`src/core/scc_consts.vh`:
```
// Summary of operation
// buffer-to-shifter move sets transmit empty flag
// writing transmit data clears the empty flag
// empty flag meaningless without double buffering
// receive full flag read-only at bit 6
// transmit running flag read-only at bit 5
// running and empty flags combine into status
// stop-bit control sets transmit stop length only
// bit 3 picks lsb-first or msb-first order
// bit 2 enables transmit double buffering
// receive always double buffered
// key write 10 then 01 requests reset
// soft reset clears enables, flags, errors, engines
// busy transmitter needs key sequence twice; code resets on the first sequence even while transmit is running
// soft reset executes two clocks after recognition
// transmit enable gates every transmission start
// uart modes always send lsb first
// any other key write restarts recognition
// read-only and reserved bits ignore writes, read zero
`ifndef SCC_CONSTS_VH
`define SCC_CONSTS_VH

// ----------------------------------------------------------------
// register byte offsets
// ----------------------------------------------------------------
`define SCC_OFS_MODE0   12'h000
`define SCC_OFS_MODE2   12'h004
`define SCC_OFS_TXDATA  12'h008
`define SCC_OFS_RXDATA  12'h00C
`define SCC_OFS_ERR     12'h010

// ----------------------------------------------------------------
// field positions
// ----------------------------------------------------------------
`define SCC_M0_RXE      0
`define SCC_M0_TXE      1
`define SCC_M0_SM_LO    2
`define SCC_M0_SM_HI    3
`define SCC_M2_TBEMP    7
`define SCC_M2_RBFLL    6
`define SCC_M2_TXRUN    5
`define SCC_M2_STOP_BIT_LENGTH_SEL    4
`define SCC_M2_ORDER    3
`define SCC_M2_DOUBLE_BUFFER_ENABLE     2
`define SCC_M2_KEY_HI   1
`define SCC_M2_KEY_LO   0
`define SCC_ERR_OERR    0
`define SCC_ERR_PERR    1
`define SCC_ERR_FERR    2

// ----------------------------------------------------------------
// reset values, key codes, timing
// ----------------------------------------------------------------
`define SCC_TBEMP_RST   1'b1
`define SCC_KEY_FIRST   2'h2
`define SCC_KEY_SECOND  2'h1
`define SCC_SM_IO       2'h0
`define SCC_SWR_DELAY   2
`define SCC_DATA_BITS   4'h8

`endif

```
`src/core/scc_channel.v`:
```
// Decided for this implementation: the register addresses and the APB interface to the registers.
`timescale 1ns/10ps
`include "scc_consts.vh"
// serial channel with mode control two register behind apb
module scc_channel #(
    parameter DATA_W = 8
) (
    input  wire        ref_clk,
    input  wire        rst,
    input  wire        psel,
    input  wire        penable,
    input  wire        pwrite,
    input  wire [11:0] paddr,
    input  wire [31:0] pwdata,
    output reg  [31:0] prdata,
    output reg         pready,
    output reg         pslverr,
    input  wire        sclk,
    input  wire        rxd,
    output reg         txd
);
    // ----------------------------------------------------------------
    // state encodings
    // ----------------------------------------------------------------
    localparam TX_IDLE  = 4'h1;
    localparam TX_START = 4'h2;
    localparam TX_DATA  = 4'h4;
    localparam TX_STOP  = 4'h8;
    localparam RX_IDLE  = 3'h1;
    localparam RX_DATA  = 3'h2;
    localparam RX_STOP  = 3'h4;

    // ----------------------------------------------------------------
    // declarations
    // ----------------------------------------------------------------
    wire [1:0]        pin_sync;
    wire              sclk_s;
    wire              rxd_s;
    reg               sclk_prev_reg;
    wire              sclk_rise;
    wire              sclk_fall;
    reg               rx_en_reg;
    reg               tx_en_reg;
    reg  [1:0]        sm_reg;
    reg               stop_bit_length_sel_reg;
    reg               order_reg;
    reg               double_buffer_enable_reg;
    reg  [1:0]        key_reg;
    reg               key_armed_reg;
    reg  [`SCC_SWR_DELAY-1:0] swr_pipe_reg;
    wire              soft_rst;
    reg               tbemp_reg;
    reg               rbfll_reg;
    reg               txrun_reg;
    reg               oerr_reg;
    reg               perr_reg;
    reg               ferr_reg;
    reg  [DATA_W-1:0] tx_buf_reg;
    reg               tx_buf_full_reg;
    reg  [DATA_W-1:0] tx_sh_reg;
    reg  [3:0]        tx_state_reg;
    reg  [3:0]        tx_cnt_reg;
    reg               tx_stop_left_reg;
    reg  [DATA_W-1:0] rx_sh_reg;
    reg  [DATA_W-1:0] rx_buf_reg;
    reg  [2:0]        rx_state_reg;
    reg  [3:0]        rx_cnt_reg;
    wire              uart_mode;
    wire              msb_first;
    wire              setup_ph;
    wire              access_ph;
    wire              wr_acc;
    wire              rd_acc;
    wire              tx_wr;
    wire              tx_wr_ok;
    wire              tx_load;
    reg               rx_done;
    reg  [DATA_W-1:0] rx_word;
    reg               rx_stop_bad_reg;
    reg  [31:0]       rd_mux;
    reg               rd_hit;

    // bit reversal for msb-first transfers
    function [DATA_W-1:0] flip;
        input [DATA_W-1:0] d;
        integer i;
        begin
            for (i = 0; i < DATA_W; i = i + 1) begin
                flip[i] = d[DATA_W-1-i];
            end
        end
    endfunction

    // ----------------------------------------------------------------
    // pin synchronisation and link clock edges
    // ----------------------------------------------------------------
    scc_sync2 #(.WIDTH(2)) u_pin_sync (
        .ref_clk  (ref_clk),
        .rst      (rst),
        .async_in ({sclk, rxd}),
        .sync_out (pin_sync)
    );

    assign sclk_s = pin_sync[1];
    assign rxd_s  = pin_sync[0];

    // previous link clock level for edge finding
    always @(posedge ref_clk) begin
        if (rst) begin
            sclk_prev_reg <= 1'b1;
        end else begin
            sclk_prev_reg <= sclk_s;
        end
    end

    assign sclk_rise = sclk_s & ~sclk_prev_reg;
    assign sclk_fall = ~sclk_s & sclk_prev_reg;
    assign uart_mode = (sm_reg != `SCC_SM_IO);
    assign msb_first = order_reg & ~uart_mode;

    // ----------------------------------------------------------------
    // apb decode
    // ----------------------------------------------------------------
    assign setup_ph  = psel & ~penable;
    assign access_ph = psel & penable & pready;
    assign wr_acc    = access_ph & pwrite & ~pslverr;
    assign rd_acc    = access_ph & ~pwrite & ~pslverr;
    assign tx_wr     = wr_acc & (paddr == `SCC_OFS_TXDATA);
    // single buffer takes a write only while shifter and buffer are idle
    assign tx_wr_ok  = tx_wr & (double_buffer_enable_reg | (~txrun_reg & ~tx_buf_full_reg));
    assign tx_load   = (tx_state_reg == TX_IDLE) & tx_en_reg & tx_buf_full_reg;

    // read multiplexer, reserved bits read zero
    always @* begin
        rd_mux = 32'h0000_0000;
        rd_hit = 1'b1;
        case (paddr)
            `SCC_OFS_MODE0: begin
                rd_mux[`SCC_M0_RXE] = rx_en_reg;
                rd_mux[`SCC_M0_TXE] = tx_en_reg;
                rd_mux[`SCC_M0_SM_HI:`SCC_M0_SM_LO] = sm_reg;
            end
            `SCC_OFS_MODE2: begin
                rd_mux[`SCC_M2_TBEMP] = tbemp_reg;
                rd_mux[`SCC_M2_RBFLL] = rbfll_reg;
                rd_mux[`SCC_M2_TXRUN] = txrun_reg;
                rd_mux[`SCC_M2_STOP_BIT_LENGTH_SEL] = stop_bit_length_sel_reg;
                rd_mux[`SCC_M2_ORDER] = order_reg;
                rd_mux[`SCC_M2_DOUBLE_BUFFER_ENABLE]  = double_buffer_enable_reg;
                rd_mux[`SCC_M2_KEY_HI:`SCC_M2_KEY_LO] = key_reg;
            end
            `SCC_OFS_TXDATA: rd_mux = 32'h0000_0000;
            `SCC_OFS_RXDATA: rd_mux[DATA_W-1:0] = rx_buf_reg;
            `SCC_OFS_ERR: begin
                rd_mux[`SCC_ERR_OERR] = oerr_reg;
                rd_mux[`SCC_ERR_PERR] = perr_reg;
                rd_mux[`SCC_ERR_FERR] = ferr_reg;
            end
            default: rd_hit = 1'b0;
        endcase
    end

    // one wait-free answer: ready raised in setup, held through access
    always @(posedge ref_clk) begin
        if (rst) begin
            pready  <= 1'b0;
            pslverr <= 1'b0;
            prdata  <= 32'h0000_0000;
        end else begin
            pready  <= setup_ph;
            pslverr <= setup_ph & ~rd_hit;
            if (setup_ph & ~pwrite) begin
                prdata <= rd_mux;
            end else if (access_ph) begin
                prdata <= 32'h0000_0000;
            end
        end
    end

    // ----------------------------------------------------------------
    // control registers and soft reset key
    // ----------------------------------------------------------------
    assign soft_rst = swr_pipe_reg[`SCC_SWR_DELAY-1];

    // key recognition and two-clock delay before execution
    always @(posedge ref_clk) begin
        if (rst) begin
            key_reg       <= 2'h0;
            key_armed_reg <= 1'b0;
            swr_pipe_reg  <= {`SCC_SWR_DELAY{1'b0}};
        end else begin
            swr_pipe_reg <= {swr_pipe_reg[`SCC_SWR_DELAY-2:0], 1'b0};
            if (wr_acc & (paddr == `SCC_OFS_MODE2)) begin
                key_reg <= pwdata[`SCC_M2_KEY_HI:`SCC_M2_KEY_LO];
                if (pwdata[`SCC_M2_KEY_HI:`SCC_M2_KEY_LO] == `SCC_KEY_FIRST) begin
                    key_armed_reg <= 1'b1;
                end else begin
                    key_armed_reg <= 1'b0;
                    if (key_armed_reg &&
                        pwdata[`SCC_M2_KEY_HI:`SCC_M2_KEY_LO] == `SCC_KEY_SECOND) begin
                        swr_pipe_reg[0] <= 1'b1;
                    end
                end
            end
        end
    end

    // writable control bits; flags stay out of reach of writes
    always @(posedge ref_clk) begin
        if (rst) begin
            rx_en_reg <= 1'b0;
            tx_en_reg <= 1'b0;
            sm_reg    <= 2'h0;
            stop_bit_length_sel_reg <= 1'b0;
            order_reg <= 1'b0;
            double_buffer_enable_reg  <= 1'b0;
        end else if (soft_rst) begin
            rx_en_reg <= 1'b0;
            tx_en_reg <= 1'b0;
        end else if (wr_acc & (paddr == `SCC_OFS_MODE0)) begin
            rx_en_reg <= pwdata[`SCC_M0_RXE];
            tx_en_reg <= pwdata[`SCC_M0_TXE];
            sm_reg    <= pwdata[`SCC_M0_SM_HI:`SCC_M0_SM_LO];
        end else if (wr_acc & (paddr == `SCC_OFS_MODE2)) begin
            stop_bit_length_sel_reg <= pwdata[`SCC_M2_STOP_BIT_LENGTH_SEL];
            order_reg <= pwdata[`SCC_M2_ORDER];
            double_buffer_enable_reg  <= pwdata[`SCC_M2_DOUBLE_BUFFER_ENABLE];
        end
    end

    // ----------------------------------------------------------------
    // transmit buffer and empty flag
    // ----------------------------------------------------------------
    // a write in the same cycle as a move keeps the new data pending
    always @(posedge ref_clk) begin
        if (rst) begin
            tx_buf_reg      <= {DATA_W{1'b0}};
            tx_buf_full_reg <= 1'b0;
            tbemp_reg       <= `SCC_TBEMP_RST;
        end else if (soft_rst) begin
            tx_buf_full_reg <= 1'b0;
            tbemp_reg       <= 1'b0;
        end else if (tx_wr_ok) begin
            tx_buf_reg      <= pwdata[DATA_W-1:0];
            tx_buf_full_reg <= 1'b1;
            tbemp_reg       <= 1'b0;
        end else if (tx_load) begin
            tx_buf_full_reg <= 1'b0;
            tbemp_reg       <= 1'b1;
        end
    end

    // ----------------------------------------------------------------
    // transmit engine, shifts on falling link clock edges
    // ----------------------------------------------------------------
    always @(posedge ref_clk) begin
        if (rst | soft_rst) begin
            tx_state_reg     <= TX_IDLE;
            tx_sh_reg        <= {DATA_W{1'b0}};
            tx_cnt_reg       <= 4'h0;
            tx_stop_left_reg <= 1'b0;
            txrun_reg        <= 1'b0;
            txd              <= 1'b1;
        end else begin
            case (tx_state_reg)
                TX_IDLE: begin
                    if (tx_load) begin
                        tx_sh_reg    <= msb_first ? flip(tx_buf_reg) : tx_buf_reg;
                        tx_cnt_reg   <= 4'h0;
                        txrun_reg    <= 1'b1;
                        tx_state_reg <= uart_mode ? TX_START : TX_DATA;
                    end
                end
                TX_START: begin
                    if (sclk_fall) begin
                        txd          <= 1'b0;
                        tx_state_reg <= TX_DATA;
                    end
                end
                TX_DATA: begin
                    if (sclk_fall) begin
                        if (tx_cnt_reg == `SCC_DATA_BITS) begin
                            txd <= 1'b1;
                            if (uart_mode) begin
                                tx_stop_left_reg <= stop_bit_length_sel_reg;
                                tx_state_reg     <= TX_STOP;
                            end else begin
                                txrun_reg    <= 1'b0;
                                tx_state_reg <= TX_IDLE;
                            end
                        end else begin
                            txd        <= tx_sh_reg[0];
                            tx_sh_reg  <= {1'b0, tx_sh_reg[DATA_W-1:1]};
                            tx_cnt_reg <= tx_cnt_reg + 4'h1;
                        end
                    end
                end
                TX_STOP: begin
                    if (sclk_fall) begin
                        if (tx_stop_left_reg) begin
                            tx_stop_left_reg <= 1'b0;
                        end else begin
                            txrun_reg    <= 1'b0;
                            tx_state_reg <= TX_IDLE;
                        end
                    end
                end
                default: begin
                    tx_state_reg <= TX_IDLE;
                    txrun_reg    <= 1'b0;
                end
            endcase
        end
    end

    // ----------------------------------------------------------------
    // receive engine, samples on rising link clock edges
    // ----------------------------------------------------------------
    always @(posedge ref_clk) begin
        if (rst | soft_rst) begin
            rx_state_reg <= RX_IDLE;
            rx_sh_reg    <= {DATA_W{1'b0}};
            rx_cnt_reg   <= 4'h0;
            rx_done      <= 1'b0;
            rx_word      <= {DATA_W{1'b0}};
            rx_stop_bad_reg <= 1'b0;
        end else begin
            rx_done <= 1'b0;
            rx_stop_bad_reg <= 1'b0;
            case (rx_state_reg)
                RX_IDLE: begin
                    if (sclk_rise & rx_en_reg) begin
                        if (~uart_mode) begin
                            rx_sh_reg    <= {rxd_s, rx_sh_reg[DATA_W-1:1]};
                            rx_cnt_reg   <= 4'h1;
                            rx_state_reg <= RX_DATA;
                        end else if (~rxd_s) begin
                            rx_cnt_reg   <= 4'h0;
                            rx_state_reg <= RX_DATA;
                        end
                    end
                end
                RX_DATA: begin
                    if (sclk_rise) begin
                        rx_sh_reg  <= {rxd_s, rx_sh_reg[DATA_W-1:1]};
                        rx_cnt_reg <= rx_cnt_reg + 4'h1;
                        if (rx_cnt_reg == `SCC_DATA_BITS - 4'h1) begin
                            if (uart_mode) begin
                                rx_state_reg <= RX_STOP;
                            end else begin
                                rx_word      <= msb_first ?
                                                flip({rxd_s, rx_sh_reg[DATA_W-1:1]}) :
                                                {rxd_s, rx_sh_reg[DATA_W-1:1]};
                                rx_done      <= 1'b1;
                                rx_state_reg <= RX_IDLE;
                            end
                        end
                    end
                end
                RX_STOP: begin
                    // exactly one stop bit is checked on reception
                    if (sclk_rise) begin
                        rx_word      <= rx_sh_reg;
                        rx_stop_bad_reg <= ~rxd_s;
                        rx_done      <= 1'b1;
                        rx_state_reg <= RX_IDLE;
                    end
                end
                default: rx_state_reg <= RX_IDLE;
            endcase
        end
    end

    // receive buffer, full flag and errors; set wins over clear
    always @(posedge ref_clk) begin
        if (rst | soft_rst) begin
            rx_buf_reg <= {DATA_W{1'b0}};
            rbfll_reg  <= 1'b0;
            oerr_reg   <= 1'b0;
            perr_reg   <= 1'b0;
            ferr_reg   <= 1'b0;
        end else begin
            if (rd_acc & (paddr == `SCC_OFS_RXDATA)) begin
                rbfll_reg <= 1'b0;
            end
            if (wr_acc & (paddr == `SCC_OFS_ERR)) begin
                oerr_reg <= oerr_reg & ~pwdata[`SCC_ERR_OERR];
                perr_reg <= perr_reg & ~pwdata[`SCC_ERR_PERR];
                ferr_reg <= ferr_reg & ~pwdata[`SCC_ERR_FERR];
            end
            if (rx_done) begin
                if (rbfll_reg & ~(rd_acc & (paddr == `SCC_OFS_RXDATA))) begin
                    oerr_reg <= 1'b1;
                end else begin
                    rx_buf_reg <= rx_word;
                end
                rbfll_reg <= 1'b1;
                if (rx_stop_bad_reg) begin
                    ferr_reg <= 1'b1;
                end
            end
        end
    end
endmodule

```
`src/core/scc_sync2.v`:
```
`timescale 1ns/10ps
// two-stage synchroniser for levels from outside the clock domain
module scc_sync2 #(
    parameter WIDTH = 1
) (
    input  wire             ref_clk,
    input  wire             rst,
    input  wire [WIDTH-1:0] async_in,
    output wire [WIDTH-1:0] sync_out
);
    reg [WIDTH-1:0] stage1_reg;
    reg [WIDTH-1:0] stage2_reg;

    // first stage feeds only the second stage
    always @(posedge ref_clk) begin
        if (rst) begin
            stage1_reg <= {WIDTH{1'b1}};
            stage2_reg <= {WIDTH{1'b1}};
        end else begin
            stage1_reg <= async_in;
            stage2_reg <= stage1_reg;
        end
    end

    assign sync_out = stage2_reg;
endmodule
```
`config.mk`:
```
export PLATFORM = sky130hd
export DESIGN_NAME = scc_channel
export DESIGN_NICKNAME = d
export VERILOG_FILES = /design/src/core/scc_channel.v /design/src/core/scc_sync2.v
export VERILOG_INCLUDE_DIRS = /design/src /design/src/core
export SDC_FILE = /design/constraint.sdc
export NUM_CORES = 1
export LEC_CHECK = 0
export ABC_AREA = 1
export BUFFER_PORTS_ARGS = -buffer_cell sky130_fd_sc_hd__buf_4
export CAP_MARGIN = 20
export CORE_MARGIN = 4
export CORE_UTILIZATION = 25
export DETAILED_ROUTE_END_ITERATION = 7
export SLEW_MARGIN = 20
export SYNTH_ARGS = -nofsm -noshare
export SYNTH_HDL_FRONTEND = slang
export SYNTH_SLANG_ARGS = --single-unit
```
`constraint.sdc`:
```
create_clock -name ref_clk -period 1.38 [get_ports ref_clk]
set_input_delay 0.069 -clock ref_clk [delete_from_list [all_inputs] [get_ports ref_clk]]
set_output_delay 0.069 -clock ref_clk [all_outputs]
set_load 0.005 [all_outputs]
```
==> results.tsv <==
metric	value	unit
critical path, cell by cell	inv_4 > nand3_2 > nor2_1 > nor2_1 > nand2_2 > nor2_4 > buf_6 > o211ai_1	
Final Util	0.341	
H-tree depth	3	
cell area after synthesis	0.00456	mm²
DP HPWL	8.56	mm
Critical Path Start Type	flip-flop	
NumNets Final	804	
Syn Area/Cell	7.02	µm²
Setup CP Type	reg -> reg	
initial antenna violation count	0	
leakage	2.58	nW
CTS tree	yes	
die area	0.0205	mm²
Seq/Total Area, Yosys	0.408	
Max Freq	728	MHz
CP bufs+invs	2	
clock insertion delay at the later pin of the skew report	340	ps
Ant. Diodes	0	
clock slew at reported path FFs	70	ps
combinational share of power	0.333	
Non-Filler Instances	984	
total power draw	8.06	mW
Power Dens Cells	1320	mW/mm²
Final Max Slew Viols	0	
DRC viols	0	
WP data required	1590	ps
global-route wire length before repair	18.7	mm
starting density of the core	0.254	
Max Cap Viol	0	
cell mode on critical path	nor2_1	
worst-path maximum fanout	4	
WL per Instance	11.8	µm
drt total wl	11.6	mm
grt total ovfl	0	
RSZ-0062 raised after global routing	true	
Pint	5.31	mW
CP max stage cell	dfxtp_4	
Synth Instances	649	
Top Family by Delay on Critical Path	simple AND/OR/NAND/NOR gates	
Die Wd	143	µm
dpl cell area	0.00540	mm²
global-route usage over all layers	0.113	
fin area	0.00612	mm²
part of the power in registers	0.379	
skew final	5.95	ps
via-per-instance ratio	4.37	
core footprint	0.0180	mm²
die height	143	µm
total CTS buffers	9	
Switch Pwr	2.75	mW
root buffer cell	clkbuf_16	
row cnt	49	
largest net degree at the start of global routing	24	
Critical Path End Type	flip-flop	
GPL Wtd Cong	0.831	
maximum VDD drop	0.913	mV
Worst EP arrival	1590	ps
final hold vios	0	
Post-Place Setup Slack	-87.1	ps
flops & latches, synth	93	
status	finished, final reports clean	
Starting DRT DRC Count	229	
Crit path largest cell delay	380	ps
final setup vio count	0	
I/O pin count	86	
final worst path period share	0.995	
switching fraction of total power	0.341	
Area growth syn-to-layout	34.3	%
antenna-violating nets left	0	
drt pass-1 iters	4	
clock share of power	0.287	
Hold Crit Class	in -> reg	
Max Buffers Root-to-Sink	2	
YS warnings	0	
Netlist cell types	36	
final setup margin	6.41	ps
dpl cells	955	
Tmin final	1370	ps
DR vias	4298	
vias in the first global route	3882	
port bufs	37	
CTS sink count	93	
share of layout cells above drive strength 1	0.289	
[cell usage after synthesis, drive strengths merged]
master / instances / area share
buf: 37 / 0.057
or2: 4 / 0.0055
o21ai: 68 / 0.075
conb: 1 / 0.00082
nor2: 97 / 0.090
and3: 1 / 0.0014
dfxtp: 93 / 0.41
a21oi: 60 / 0.070
a211oi: 1 / 0.0016
nor3: 6 / 0.0099
o21bai: 1 / 0.0016
ha: 3 / 0.0082
o311ai: 1 / 0.0019
nand4: 3 / 0.0041
inv: 61 / 0.051
xor2: 3 / 0.0058
nand2: 135 / 0.12
o211ai: 8 / 0.013
nand3: 58 / 0.069
nor4: 2 / 0.0027
clkbuf: 6 / 0.0049
[power by group through the flow]
stage               clock [mW]  sequential, mW  combinational, mW
finish                    2.32            3.06               2.69
detailed placement           0            3.04               1.99
global placement             0            3.04               1.96
floorplan                    0            3.04               1.42
CTS                       2.36            2.99               2.10
global route              2.50            3.08               3.00
[path summary, 6_finish.rpt]
kind,slack [ps],depth (start not counted),startpoint,to
max,6,8,rx_state_reg[2],rx_state_reg[0]
min,10,3,pwdata[3],tx_buf_reg[3]
max reg2reg,6,8,rx_state_reg[2],rx_state_reg[0]
min reg2reg,410,2,swr_pipe_reg[0],swr_pipe_reg[1]
[cell families after synthesis]
kind of cell,share of synthesized area
other,0.000823
AOI/OAI and AO/OA,0.163
adders and majority gates,0.00824
buffers and inverters,0.113
xor gates and xnor gates,0.00577
DFF,0.408
and+or+nand+nor,0.300
[worst register-to-register path: stages (launching register included)]
cell,delay [ps]
dfxtp_4,380
inv_4,50
nand3_2,100
nor2_1,60
nor2_1,180
nand2_2,130
nor2_4,170
buf_6,120
o211ai_1,70
[cell usage in the layout (no fill, tap or decap), types with 3 or more instances in the layout]
| cell type | count |
|---|---|
| clkbuf_16 | 9 |
| inv_2 | 11 |
| clkbuf_1 | 3 |
| inv_1 | 44 |
| nor2_1 | 72 |
| nand2_4 | 7 |
| nand3_2 | 7 |
| nand2_1 | 119 |
| nand4_1 | 3 |
| buf_6 | 6 |
| o211ai_1 | 8 |
| o21ai_0 | 41 |
| buf_4 | 92 |
| or2_2 | 4 |
| nand3_1 | 47 |
| a21oi_2 | 7 |
| dlygate4sd3_1 | 9 |
| nor2_2 | 14 |
| dfxtp_4 | 3 |
| a21oi_4 | 3 |
| nor2_4 | 11 |
| xor2_1 | 3 |
| a21oi_1 | 50 |
| o21ai_2 | 3 |
| conb_1 | 24 |
| inv_4 | 4 |
| nor3_1 | 3 |
| nor3_4 | 3 |
| o21ai_1 | 24 |
| dfxtp_2 | 9 |
| dfxtp_1 | 81 |
| nand2_2 | 9 |
| nand3_4 | 4 |
[per-stage QoR]
step | TNS (ps) | hold slack [ps]
global placement | -734 | 256
detailed placement | -1090 | 257
finish | 0 | 9.60
floorplan | 0 | 173
global route | -1910 | 20.2
CTS | -222 | 14.8
[per-layer routing]
layer / track usage / wire length, µm
met1: 0.155 / 5510
met2: 0.179 / 5600
met3: 0.0268 / 426
met4: 0.0260 / 51
met5: 0 / 0
[final cells by class]
class	count	area (µm²)
clock inverter	3	21.3
inverter	61	248
tap	229	287
sequential	93	1880
clock buffer	13	250
fill	1929	11800
multi-input combinational	476	2540
timing repair buffer	109	888
[repair_timing]
item                       CTS  global route
hold endpoints to repair    11             0
setup buffers                1             2
cloned                       0             2
pin swaps                   11            20
gates resized for setup     22           100
hold buffers                 9             0
setup endpoints to repair   30            66
Power figures use the tool's default switching activity.
